`config.mk`:
```
export PLATFORM = sky130hd
export DESIGN_NAME = csi_status_irq
export DESIGN_NICKNAME = d
export VERILOG_FILES = /design/src/rtl/csi_pkg.sv /design/src/rtl/csi_status_irq.sv
export SDC_FILE = /design/constraint.sdc
export NUM_CORES = 1
export LEC_CHECK = 0
export BUFFER_PORTS_ARGS = -buffer_cell sky130_fd_sc_hd__buf_2
export CAP_MARGIN = 0
export CORE_MARGIN = 10
export CORE_UTILIZATION = 45
export DETAILED_ROUTE_END_ITERATION = 12
export PLACE_DENSITY = 0.73
export SLEW_MARGIN = 20
export SYNTH_ARGS = -nofsm -noshare
export SYNTH_HDL_FRONTEND = slang
export SYNTH_SLANG_ARGS = --single-unit
```
`constraint.sdc`:
```
create_clock -name clk -period 3.8 [get_ports clk]
set_input_delay 0.19 -clock clk [delete_from_list [all_inputs] [get_ports clk]]
set_output_delay 0.19 -clock clk [all_outputs]
set_load 0.01 [all_outputs]
```
`src/rtl/csi_pkg.sv`:
```
/*
  Shared constants and types for the charger status and interrupt logic.
  Assumes a single 100 MHz clock and a one-cycle register port.
*/
`default_nettype none
package csi_pkg;
   // Register port widths.
   localparam int unsigned AW = 4;
   localparam int unsigned DW = 8;
   // Register addresses.
   localparam logic [3:0] A_STATUS   = 4'h0;
   localparam logic [3:0] A_EV_BASE  = 4'h1;
   localparam logic [3:0] A_MSK_BASE = 4'h5;
   localparam logic [3:0] A_CTL_ONE  = 4'h9;
   localparam logic [3:0] A_CTL_TWO  = 4'hA;
   localparam logic [3:0] A_SNS_IN   = 4'hB;
   localparam logic [3:0] A_SNS_BAT  = 4'hC;
   localparam logic [3:0] A_SNS_TMP  = 4'hD;
   // Event register indices within the event and mask banks.
   localparam int unsigned R_STATE = 0;
   localparam int unsigned R_CHA   = 1;
   localparam int unsigned R_CHB   = 2;
   localparam int unsigned R_BST   = 3;
   // Event bit positions.
   localparam int unsigned E_STATE = 0;
   localparam int unsigned E_COLD  = 0;
   localparam int unsigned E_HOT   = 1;
   localparam int unsigned E_BATRM = 2;
   localparam int unsigned E_TRANS = 0;
   localparam int unsigned E_ILIM  = 0;
   localparam int unsigned E_OV    = 1;
   // Control bit positions and reset values.
   localparam int unsigned C1_PMSK  = 0;
   localparam int unsigned C1_IMSK  = 1;
   localparam int unsigned C1_NTCEN = 2;
   localparam int unsigned C1_OTG   = 3;
   localparam int unsigned C2_TRANS = 0;
   localparam int unsigned C2_FACT  = 1;
   localparam logic [7:0] CTL_ONE_RST = 8'h04;
   localparam logic [7:0] CTL_TWO_RST = 8'h01;
   // Charge and boost state codes.
   localparam logic [3:0] ST_OFF = 4'h0, ST_WAIT = 4'h1, ST_SAFE = 4'h2;
   localparam logic [3:0] ST_PRE = 4'h3, ST_FULL = 4'h4, ST_VOLT = 4'h5;
   localparam logic [3:0] ST_DONE = 4'h6, ST_DPP = 4'h7, ST_WWAIT = 4'h8;
   localparam logic [3:0] ST_WSAFE = 4'h9, ST_WCHG = 4'hA;
   localparam logic [3:0] ST_FAULT = 4'hB, ST_BWAIT = 4'hC;
   localparam logic [3:0] ST_BON = 4'hD, ST_BOL = 4'hF;
   // Boost start-up window.
   localparam int unsigned CLK_PERIOD_NS = 10;
   localparam int unsigned BOOST_START_NS = 16000000;
   localparam int unsigned BOOST_START_CYC = BOOST_START_NS / CLK_PERIOD_NS;
   // Comparator and pin inputs, all asynchronous to clk.
   typedef struct packed {
      logic otg_pin;      // Boost request pin.
      logic ntc_det;      // Thermistor presence probe.
      logic batfet_det;   // Battery switch presence probe.
      logic bat_low;      // Battery below its low threshold.
      logic vin_boost_ok; // Input pin above the boost start level.
      logic vin_ov;       // Input above the over-voltage limit.
      logic vin_valid;    // Input above the under-voltage limit.
      logic ntc_gnd;      // Thermistor pin tied to ground.
      logic ntc_rmv;      // Thermistor removed.
      logic ntc_hot;      // Beyond the hot threshold.
      logic ntc_cold;     // Beyond the cold threshold.
   } csi_cmp_t;
   localparam int unsigned CMP_W = $bits(csi_cmp_t);
   // Boost supervisor states.
   typedef enum logic [3:0] {
      B_IDLE  = 4'b0001,
      B_START = 4'b0010,
      B_ON    = 4'b0100,
      B_LOCK  = 4'b1000
   } csi_bst_t;
endpackage
`default_nettype wire

```
`src/rtl/csi_status_irq.sv`:
```
/*
  Charger status pin, interrupt pin, event registers and boost supervisor.
  Assumes comparator inputs are asynchronous and that the charge state
  code and configuration phase come from logic on the same clock.
*/
// Function
// - Temperature crossing interrupts; halt outside window
// - Thermistor removal stops charge, interrupts, enable bit
// - Grounded thermistor disables temperature monitoring
// - Transceiver supply only on valid input, maskable
// - Status pin low when active or waiting
// - Fixed-width status pulse for every event outside a pulse
// - Simultaneous events give one pulse only
// - Pulse polarity opposite the resting level
// - Global bit suppresses all status pulses
// - Interrupt pin low per unmasked event
// - Event bits set on edge, clear on read
// - Interrupt pin low while any unmasked bit pending
// - State field live, change raises event
// - Presence probed in config, shown from wait
// - Summary bits nonzero while events pending
// - Sense registers show live comparator levels
// - Charge decisions use debounced comparator signals
// - Battery removal forces fault, sets removal bit
// - After removal settle weak-wait only with switch
// - Factory bit disables current limiting loops
// - Boost start timeout sets limit fault, stops
// - Boost over-voltage stops, clears request bit
// - Four-bit state codes as listed
`default_nettype none
module csi_status_irq #(
   parameter int unsigned DEB_CYC   = 16,
   parameter int unsigned PULSE_CYC = 100,
   parameter int unsigned BOOST_CYC = csi_pkg::BOOST_START_CYC
) (
   input  wire logic                   clk,
   input  wire logic                   arst_n,
   input  wire logic                   ce,
   input  wire logic [csi_pkg::AW-1:0] addr,
   input  wire logic [csi_pkg::DW-1:0] wdata,
   input  wire logic                   wr,
   input  wire logic                   rd,
   output var  logic [csi_pkg::DW-1:0] rdata,
   input  wire csi_pkg::csi_cmp_t      cmp_in,
   input  wire logic [3:0]             charge_state,
   input  wire logic                   cfg_phase,
   output var  csi_pkg::csi_cmp_t      cmp_deb,
   output var  logic                   flag_pin,
   output var  logic                   irq_pin_n,
   output var  logic                   charge_halt,
   output var  logic                   removal_fault,
   output var  logic                   settle_weak_wait,
   output var  logic                   trans_en,
   output var  logic                   loops_disable,
   output var  logic                   boost_run
);
   // Synchroniser stages; only the second stage feeds logic.
   logic [csi_pkg::CMP_W-1:0] sy1, sy2;
   // Debounced comparators and their previous value.
   logic [csi_pkg::CMP_W-1:0] deb, deb_q;
   csi_pkg::csi_cmp_t cs, cd, cq;

   // Two-flop synchroniser for every asynchronous input.
   always_ff @(posedge clk or negedge arst_n) begin
      if (!arst_n) begin
         sy1 <= '0;
         sy2 <= '0;
      end else if (ce) begin
         sy1 <= cmp_in;
         sy2 <= sy1;
      end
   end

   // Each input must hold a new level for DEB_CYC cycles to pass.
   genvar g;
   generate
      for (g = 0; g < csi_pkg::CMP_W; g++) begin : g_deb
         logic [15:0] cnt, next_cnt;
         logic        next_deb;
         // Count while the synced level differs from the filtered one.
         always_comb begin
            next_cnt = '0;
            next_deb = deb[g];
            if (sy2[g] != deb[g]) begin
               next_cnt = cnt + 16'h0001;
               if (cnt == 16'(DEB_CYC - 1)) begin
                  next_deb = sy2[g];
                  next_cnt = '0;
               end
            end
         end
         // Filter state.
         always_ff @(posedge clk or negedge arst_n) begin
            if (!arst_n) begin
               cnt    <= '0;
               deb[g] <= 1'b0;
            end else if (ce) begin
               cnt    <= next_cnt;
               deb[g] <= next_deb;
            end
         end
      end
   endgenerate

   assign cs = sy2;
   assign cd = deb;
   assign cq = deb_q;

   // True while the state is charger-active or wait.
   function automatic logic rest_low(input logic [3:0] s);
      rest_low = (s == csi_pkg::ST_WAIT) || (s == csi_pkg::ST_SAFE) ||
                 (s == csi_pkg::ST_PRE) || (s == csi_pkg::ST_FULL) ||
                 (s == csi_pkg::ST_VOLT) || (s == csi_pkg::ST_WSAFE) ||
                 (s == csi_pkg::ST_WCHG);
   endfunction

   // Event, mask and control storage.
   logic [3:0][7:0] ev, next_ev, msk, next_msk, set;
   logic [7:0]      ctl_one, next_ctl_one, ctl_two, next_ctl_two;
   logic [7:0]      next_rdata;
   logic [3:0]      state_q;
   logic            bfet, ntcp, next_bfet, next_ntcp;
   logic            mon, outside, unmasked;
   // Boost supervisor outputs.
   logic            otg_clr, ilim_ev, ov_ev;

   // Event sources and read-clear with set taking priority.
   always_comb begin
      mon = !cd.ntc_gnd;
      outside = cd.ntc_cold || cd.ntc_hot;
      set = '0;
      set[csi_pkg::R_STATE][csi_pkg::E_STATE] =
         (charge_state != state_q);
      set[csi_pkg::R_CHA][csi_pkg::E_COLD] =
         mon && (cd.ntc_cold != cq.ntc_cold);
      set[csi_pkg::R_CHA][csi_pkg::E_HOT] =
         mon && (cd.ntc_hot != cq.ntc_hot);
      set[csi_pkg::R_CHA][csi_pkg::E_BATRM] = mon &&
         ctl_one[csi_pkg::C1_NTCEN] && cd.ntc_rmv && !cq.ntc_rmv;
      set[csi_pkg::R_CHB][csi_pkg::E_TRANS] =
         (cd.vin_valid != cq.vin_valid);
      set[csi_pkg::R_BST][csi_pkg::E_ILIM] = ilim_ev;
      set[csi_pkg::R_BST][csi_pkg::E_OV] = ov_ev;
      next_ev = ev;
      next_msk = msk;
      next_ctl_one = ctl_one;
      next_ctl_two = ctl_two;
      for (int i = 0; i < 4; i++) begin
         if (rd && addr == csi_pkg::A_EV_BASE + 4'(i)) begin
            next_ev[i] = '0;
         end
         next_ev[i] = next_ev[i] | set[i];
         if (wr && addr == csi_pkg::A_MSK_BASE + 4'(i)) begin
            next_msk[i] = wdata;
         end
      end
      if (wr && addr == csi_pkg::A_CTL_ONE) begin
         next_ctl_one = wdata;
      end
      if (wr && addr == csi_pkg::A_CTL_TWO) begin
         next_ctl_two = wdata;
      end
      // Over-voltage drops the boost request even against a write.
      if (otg_clr) begin
         next_ctl_one[csi_pkg::C1_OTG] = 1'b0;
      end
      // Presence probes are caught only during configuration.
      next_bfet = cfg_phase ? cd.batfet_det : bfet;
      next_ntcp = cfg_phase ? cd.ntc_det : ntcp;
      unmasked = |(ev & ~msk) && !ctl_one[csi_pkg::C1_IMSK];
      // Read data, registered for the following cycle.
      next_rdata = '0;
      if (rd) begin
         unique case (addr)
            csi_pkg::A_STATUS: next_rdata = {state_q,
               bfet && state_q != csi_pkg::ST_OFF,
               ntcp && state_q != csi_pkg::ST_OFF,
               |ev[csi_pkg::R_STATE],
               |ev[csi_pkg::R_BST:csi_pkg::R_CHA]};
            csi_pkg::A_CTL_ONE: next_rdata = ctl_one;
            csi_pkg::A_CTL_TWO: next_rdata = ctl_two;
            csi_pkg::A_SNS_IN: next_rdata =
               {5'h00, cs.vin_boost_ok, cs.vin_ov, cs.vin_valid};
            csi_pkg::A_SNS_BAT: next_rdata = {7'h00, cs.bat_low};
            csi_pkg::A_SNS_TMP: next_rdata = {4'h0, cs.ntc_gnd,
               cs.ntc_rmv, cs.ntc_hot, cs.ntc_cold};
            default: begin
               for (int i = 0; i < 4; i++) begin
                  if (addr == csi_pkg::A_EV_BASE + 4'(i)) begin
                     next_rdata = ev[i];
                  end
                  if (addr == csi_pkg::A_MSK_BASE + 4'(i)) begin
                     next_rdata = msk[i];
                  end
               end
            end
         endcase
      end
   end

   // Register storage and the pins derived from it.
   always_ff @(posedge clk or negedge arst_n) begin
      if (!arst_n) begin
         ev <= '0;
         msk <= '0;
         ctl_one <= csi_pkg::CTL_ONE_RST;
         ctl_two <= csi_pkg::CTL_TWO_RST;
         rdata <= '0;
         state_q <= csi_pkg::ST_OFF;
         deb_q <= '0;
         bfet <= 1'b0;
         ntcp <= 1'b0;
         irq_pin_n <= 1'b1;
         charge_halt <= 1'b0;
         removal_fault <= 1'b0;
         settle_weak_wait <= 1'b0;
         trans_en <= 1'b0;
         loops_disable <= 1'b0;
         cmp_deb <= '0;
      end else if (ce) begin
         ev <= next_ev;
         msk <= next_msk;
         ctl_one <= next_ctl_one;
         ctl_two <= next_ctl_two;
         rdata <= next_rdata;
         state_q <= charge_state;
         deb_q <= deb;
         bfet <= next_bfet;
         ntcp <= next_ntcp;
         irq_pin_n <= !unmasked;
         charge_halt <= mon && (outside ||
            (ctl_one[csi_pkg::C1_NTCEN] && cd.ntc_rmv));
         removal_fault <= set[csi_pkg::R_CHA][csi_pkg::E_BATRM];
         settle_weak_wait <= bfet;
         trans_en <= cd.vin_valid && !cd.vin_ov &&
            ctl_two[csi_pkg::C2_TRANS];
         loops_disable <= ctl_two[csi_pkg::C2_FACT];
         cmp_deb <= deb;
      end
   end

   // Status pulse timer.
   logic [15:0] pcnt, next_pcnt;
   logic        new_ev;

   // One pulse per batch of events; restarts are ignored mid-pulse.
   always_comb begin
      new_ev = |set && !ctl_one[csi_pkg::C1_PMSK];
      next_pcnt = pcnt;
      if (pcnt != '0) begin
         next_pcnt = pcnt - 16'h0001;
      end else if (new_ev) begin
         next_pcnt = 16'(PULSE_CYC);
      end
   end

   // Pulse counter and the status pin.
   always_ff @(posedge clk or negedge arst_n) begin
      if (!arst_n) begin
         pcnt <= '0;
         flag_pin <= 1'b1;
      end else if (ce) begin
         pcnt <= next_pcnt;
         flag_pin <= rest_low(charge_state) ^
            !(next_pcnt != '0);
      end
   end

   // Boost supervisor.
   csi_pkg::csi_bst_t bst, next_bst;
   logic [31:0]       bcnt, next_bcnt;
   logic              breq;

   // Start on pin or bit, time the start-up, trip on over-voltage.
   always_comb begin
      breq = cs.otg_pin || ctl_one[csi_pkg::C1_OTG];
      next_bst = bst;
      next_bcnt = '0;
      otg_clr = 1'b0;
      ilim_ev = 1'b0;
      ov_ev = 1'b0;
      unique case (bst)
         csi_pkg::B_IDLE: if (breq) next_bst = csi_pkg::B_START;
         csi_pkg::B_START: begin
            next_bcnt = bcnt + 32'h1;
            if (cs.vin_ov) begin
               ov_ev = 1'b1;
               otg_clr = 1'b1;
               next_bst = csi_pkg::B_LOCK;
            end else if (!breq) begin
               next_bst = csi_pkg::B_IDLE;
            end else if (cs.vin_boost_ok) begin
               next_bst = csi_pkg::B_ON;
            end else if (bcnt == 32'(BOOST_CYC - 1)) begin
               ilim_ev = 1'b1;
               next_bst = csi_pkg::B_LOCK;
            end
         end
         csi_pkg::B_ON: begin
            if (cs.vin_ov) begin
               ov_ev = 1'b1;
               otg_clr = 1'b1;
               next_bst = csi_pkg::B_LOCK;
            end else if (!breq) begin
               next_bst = csi_pkg::B_IDLE;
            end
         end
         csi_pkg::B_LOCK: if (!breq) next_bst = csi_pkg::B_IDLE;
      endcase
   end

   // Boost state and run output.
   always_ff @(posedge clk or negedge arst_n) begin
      if (!arst_n) begin
         bst <= csi_pkg::B_IDLE;
         bcnt <= '0;
         boost_run <= 1'b0;
      end else if (ce) begin
         bst <= next_bst;
         bcnt <= next_bcnt;
         boost_run <= (next_bst == csi_pkg::B_START) ||
            (next_bst == csi_pkg::B_ON);
      end
   end
endmodule
`default_nettype wire

```
==> results of run 1 <==
-- kinds of logic after synthesis --
| logic type | count (synthesis) | synth area share (%) |
|---|---|---|
| AND/OR/NAND/NOR | 715 | 19.7 |
| AO/OA/AOI/OAI | 486 | 17.2 |
| multiplexers | 121 | 7.53 |
| adder cells (fa/ha/maj) | 14 | 0.978 |
| XOR/XNOR | 63 | 3.08 |
| flip-flops | 349 | 48.8 |
| buffers and inverters | 124 | 2.65 |
-- metal layers --
layer / vias to the layer above / GRT usage [%] / share of wire [%]
met3: 90 / 3.11 / 5.5
met1: 7119 / 23.4 / 46
met4: 0 / 6.04 / 2.6
met2: 416 / 27.4 / 46
li1: 6994 / - / -
met5: - / 0 / 0
-- final cells by class --
cell class	count	area, um^2	area share (%)
inverter	29	110	0.543
clock buffer	56	1160	5.73
clock inverter	14	165	0.814
timing repair buffer	105	757	3.73
tap	525	657	3.24
multi-input combinational	1399	8700	42.9
sequential	349	8740	43.1
-- worst paths after layout --
path	from	endpoint	slack, ps
min	rd	ev[0]$_DFFE_PN0P_	40
max	pcnt[0]$_DFFE_PN0P_	flag_pin$_DFFE_PN1P_	560
max reg2reg	pcnt[0]$_DFFE_PN0P_	flag_pin$_DFFE_PN1P_	560
min in group asynchronous	arst_n	pcnt[12]$_DFFE_PN0P_	280
max in group asynchronous	arst_n	g_deb[9].cnt[13]$_DFFE_PN0P_	2530
min reg2reg	charge_halt$_DFFE_PN0P_	charge_halt$_DFFE_PN0P_	480
-- cells in the mapped netlist (4+ instances only) --
library cell,n
or2_2,6
nand3_1,76
ha_1,14
dfstp_2,5
nor2_1,138
nor3_1,23
buf_1,4
o41ai_1,28
a21o_1,6
o22ai_1,4
or3_1,6
a31oi_1,26
clkbuf_1,88
a41oi_1,6
xor2_1,36
xnor2_1,27
mux2i_1,20
and4_1,5
nand4_1,31
o31ai_1,31
inv_1,28
nor4b_1,4
a21oi_1,45
a31o_2,10
nand2_1,222
and2_1,9
nor4_1,55
nor2b_1,17
o2bb2ai_1,30
a22oi_1,7
dfrtp_1,344
mux2_2,100
or4_1,7
o21ai_0,231
a22o_1,33
nand2b_1,25
and3_1,75
-- state kept, by name, summed over array words and instances (netlist names), 4 cells and up --
name and cells:
bcnt 32, bst 4, cd 11, cmp_deb 7
cq 4, cs 11, ctl_one 8, ctl_two 8
ev 7, g_deb.cnt 176, msk 32, pcnt 16
rdata 8, state_q 4, sy1 11
-- critical path, stage by stage (launching register included) --
cell     delay, ps
dfrtp_1        440
inv_1          110
ha_1           300
or4b_2         720
nor3_1         490
xnor2_1        180
nand4_1         90
a211o_1        320
or3_1          340
a31oi_1        170
-- power groups by stage --
stage,registers (mW),clock network (mW),logic [mW]
after floorplan,4.31,0,1.11
after global routing,4.47,4.13,1.58
after global placement,4.44,0,1.34
after CTS,4.40,3.98,1.41
after detailed placement,4.47,0,1.37
final,4.42,3.88,1.41
==> reports/results.txt, run 1 <==
CTS Hold Bufs: 25
Yosys top cell area share: 48.1%
CTS tree: yes
Crit start category: flop
Placed Instances: 2,382
Rows: 73
Overall routing resource usage: 17.3%
Post-route cell area: 20,300 um^2
Vias in the first global route: 14,300
Cell area after synthesis: 17,900 um^2
Fin util: 51.3%
Worst-margin pin slew: 918 ps
Synth cell types: 68
Ys Warns: 0
Most common cell after layout, fill and taps aside: dfrtp_1
Initial antenna violation count: 0
Worst hold path depth: 3
CP endpoint kind: flop
DRT Pass-1 Iters: 6
EDFF count, synth: 0
Area Growth Syn to Fin: 13.3%
Synth top area cells: dfrtp_1, o21ai_0, mux2_2
Die area: 48,200 um^2
Seq/Total Area, Yosys: 48.8%
WL/cell: 16.8 um
Hold Violations, Final: 0
DRT iter0 DRCs: 1,353
Fmax: 309 MHz
Clk_skew: 22.4 ps
Clk root buf: clkbuf_16
Clk buf depth: 3
Port-buffer cells: 59
Min cycle time layout: 3240 ps
CP required: 4280 ps
Most frequent cells in the layout: dfrtp_1, o21ai_0, nand2_1
Dpl ws: 616 ps
Maxcap violations: 0
Cell Area, Placed: 18,700 um^2
Worst setup path category: flop to flop
Final std cells w/o fill: 2,477
Clock Latency Late Sink: 550 ps
Clock sink count: 349
WHS: 37.0 ps
Cells after Synth: 1,872
Die H: 220 um
Final setup margin: 564 ps
Critical path arrival: 3710 ps
Antenna diodes: 0
Inserted Clock Buffers: 40
Combinational power share: 14.5%
DRC viols: 0
Final total power: 9.71 mW
Worst reg2reg path depth: 9
Lkg Pwr: 8.73 nW
Sequential share of power: 45.5%
Max-slew violations: 0
Layout cells sized above 1: 13.9%
Routability Congestion: 0.884
Flops & latches, synth: 349
P_int: 6.99 mW
DR vias/cell: 5.90
Asr flop ratio synth: 100%
Mapped Nets: 1,919
Relative slew slack: 38.6%
Clock power share: 40.0%
Via count: 14,600
Synth area leader: dfrtp_1
Crit-path max FO: 8
Final HPWL DP: 27,700 um
Synth Flop Type: dfrtp_1
Status: finished, final reports clean
Final ANT Viol Nets: 0
Total core area: 39,500 um^2
# Post-CTS Setup Buffers: 0
Largest net degree at the start of global routing: 106
RSZ-0062 raised after global routing: no
Synthesized area per cell: 9.57 um^2
Global-route wire length before repair: 70,500 um
Post-CTS Resized: 0
Grt ovf: 0
CTS HTree Levels: 2
# setup viols final: 0
Sw frac: 28.0%
Die width: 220 um
Setup TNS: 0 ps
Sw Pwr: 2.71 mW
I/O pin cnt: 60
Period utilisation layout: 85.2%
Max IR drop VDD: 0.000356 V
Final layout net count: 1,971
Clock transition at path regs: 60 ps
Hold Crit Class: input port to flop
Fillers: 3,490
Initial core utilization: 45.3%
Pwr per Cell Area: 478 nW/um^2
Drt total wl: 41,600 um
(Power assumes the default switching activity.)
==> run 2, diff against run 1 <==
Settings changed: PLACE_DENSITY 0.73 to default.
==> run 2 against run 1 <==
Clock-buffer cell count rose by 4. Critical path depth stayed put. Power about the same. Cell count up 0.24%. Global-route usage up 0.27 points. Largest power group unchanged. Sequential cell count unchanged.
==> reports/results.txt, run 2 (synthesized netlist as in run 1, its figures left out) <==
Status: finished, final reports clean
# setup viols final: 0 (unchanged)
Largest net degree at the start of global routing: 88 (-17%)
Max FFs per register: 176 (unchanged)
Reg-to-reg critical path startpoint: pcnt[0]$_DFFE_PN0P_
CTS HTree Levels: 2 (unchanged)
# Post-CTS Setup Buffers: 0 (unchanged)
DRT Pass-1 Iters: 5 (-1)
Relative slew slack: 39.5% (+0.95 points)
Sequential share of power: 45.5% (about the same)
Max-slew violations: 0 (unchanged)
Most frequent cells in the layout: dfrtp_1, o21ai_0, nand2_1
WL/cell: 17.0 um (+1.1%)
Worst Hold Path EP: ctl_two[2]$_DFFE_PN0P_
Setup TNS: 0 ps (unchanged)
CTS tree: yes
Vias in the first global route: 13,800 (-3.6%)
Clock Latency Late Sink: 550 ps (about the same)
Routability Congestion: 0.879 (-0.51%)
Critical path arrival: 3690 ps (-20 ps)
Layout cells sized above 1: 13.9% (-0.036 points)
Worst reg2reg path depth: 9 (unchanged)
Via count: 14,500 (-1.1%)
CP required: 4270 ps (about the same)
Crit-path max FO: 8 (unchanged)
Clock sink count: 349 (unchanged)
Final layout net count: 1,976 (+0.25%)
Rows: 73 (unchanged)
Fmax: 311 MHz (+0.55%)
Area Growth Syn to Fin: 13.5%
Cell breakdown of the critical path: inv_1, ha_1, or4b_2, nor3_1, xnor2_1, nand4_1, a211o_1, or3_1, a31oi_1
Fin util: 51.4% (+0.11 points)
DRT iter0 DRCs: 998 (-26%)
Die H: 220 um (unchanged)
Most flop-heavy register: g_deb.cnt
Drt total wl: 42,200 um (+1.4%)
Die width: 220 um (unchanged)
Clk_skew: 16.0 ps (-6.39 ps)
Clk root buf: clkbuf_16
Min cycle time layout: 3220 ps (-17.6 ps)
Lkg Pwr: 8.76 nW (+0.28%)
I/O pin cnt: 60 (unchanged)
Clk buf depth: 3 (unchanged)
DRC viols: 0 (unchanged)
Total core area: 39,500 um^2 (unchanged)
Max IR drop VDD: 0.000330 V (-7.4%)
Combinational power share: 14.5% (about the same)
Grt ovf: 0 (unchanged)
Clock power share: 40.0% (about the same)
Overall routing resource usage: 17.5% (+0.27 points)
Crit-path slowest cell: or4b_2
Most common cell after layout, fill and taps aside: dfrtp_1
Worst-margin pin slew: 904 ps (-14.2 ps)
Initial core utilization: 45.3% (unchanged)
Crit start category: flop
Clock transition at path regs: 60 ps (about the same)
Worst setup path category: flop to flop
Inserted Clock Buffers: 41 (+2.5%)
Reg2reg setup slack: 580 ps (+20 ps)
Biggest regs: g_deb.cnt: 176 flops, bcnt: 32 flops, msk: 32 flops
Sw frac: 28.0% (about the same)
Hold Crit Class: input port to flop
CP endpoint kind: flop
Hold Violations, Final: 0 (unchanged)
Port-buffer cells: 59 (unchanged)
Period utilisation layout: 84.7% (-0.46 points)
Max stage delay on crit path: 720 ps (about the same)
Pwr per Cell Area: 477 nW/um^2 (-0.21%)
DR vias/cell: 5.82 (-1.3%)
Final ANT Viol Nets: 0 (unchanged)
Worst hold path depth: 4 (+1)
RSZ-0062 raised after global routing: no
Initial antenna violation count: 1 (+1)
Sw Pwr: 2.71 mW (about the same)
Global-route wire length before repair: 71,100 um (+0.91%)
Reg-to-reg critical path endpoint: flag_pin$_DFFE_PN1P_
Worst hold start: wr
Die area: 48,200 um^2 (unchanged)
Maxcap violations: 0 (unchanged)
P_int: 6.99 mW (about the same)
Final HPWL DP: 27,800 um (+0.52%)
## run 2: cell type report
| class | count | area [um^2] |
|---|---|---|
| Fill cell | 3591 | 19200 |
| Timing Repair Buffer | 109 | 805 |
| Clock inverter | 11 | 111 |
| Multi-Input combinational cell | 1399 | 8700 |
| Inverter | 29 | 110 |
| Antenna cell | 1 | 2.50 |
| Sequential cell | 349 | 8740 |
| Tap cell | 525 | 657 |
| Clock buffer | 60 | 1210 |
## run 2: through the flow
stage / cells / setup WS (ps) / cell area (um^2) / hold slack, ps / total power, mW
final: 2483 / 582 / 20300 / 168 / 9.71
after global routing: 2483 / 334 / 20300 / 187 / 10.2
after CTS: 2482 / 615 / 20300 / 141 / 9.81
after detailed placement: 2384 / 633 / 18700 / 254 / 5.85
after global placement: 2384 / 650 / 18700 / 256 / 5.81
after floorplan: 1872 / 804 / 17900 / -106 / 5.42
## run 2: worst max-delay path: cells and delay by family, from the launching register on
family                     cells  cell delay, ps
adders and majority gates      1             280
and+or+nand+nor                4            1630
DFF                            1             440
xor gates and xnor gates       1             180
AOI/OAI and AO/OA              2             490
buffers and inverters          1             110
## run 2: timing repair
action	4_1_cts	5_1_grt
resized for setup	0	0
hold buffers	27	0
endpoints found under the hold margin	150	0
## run 2: worst max-delay path by stage
stage | startpoint | endpoint | slack [ps] | depth (start not counted)
final | pcnt[0]$_DFFE_PN0P_ | flag_pin$_DFFE_PN1P_ | 580 | 9
after global routing | pcnt[0]$_DFFE_PN0P_ | flag_pin$_DFFE_PN1P_ | 330 | 9
after CTS | pcnt[0]$_DFFE_PN0P_ | flag_pin$_DFFE_PN1P_ | 610 | 9
after detailed placement | pcnt[0]$_DFFE_PN0P_ | flag_pin$_DFFE_PN1P_ | 630 | 9
after global placement | pcnt[0]$_DFFE_PN0P_ | flag_pin$_DFFE_PN1P_ | 650 | 9
after floorplan | pcnt[0]$_DFFE_PN0P_ | flag_pin$_DFFE_PN1P_ | 800 | 11
## run 2: metal layers
| metal | routed length, um | GRT usage (%) | vias to the layer above |
|---|---|---|---|
| met4 | 954 | 5.61 | 0 |
| met5 | 0 | 0 | - |
| met2 | 19200 | 26.9 | 297 |
| li1 | - | - | 7017 |
| met1 | 20200 | 25.0 | 7087 |
| met3 | 1860 | 2.66 | 56 |
## run 2: power groups by stage
stage	Combinational (mW)	Clock (mW)	Sequential, mW
after floorplan	1.11	0	4.31
after global placement	1.36	0	4.45
after detailed placement	1.38	0	4.46
after CTS	1.42	3.99	4.40
after global routing	1.60	4.14	4.46
final	1.41	3.88	4.41
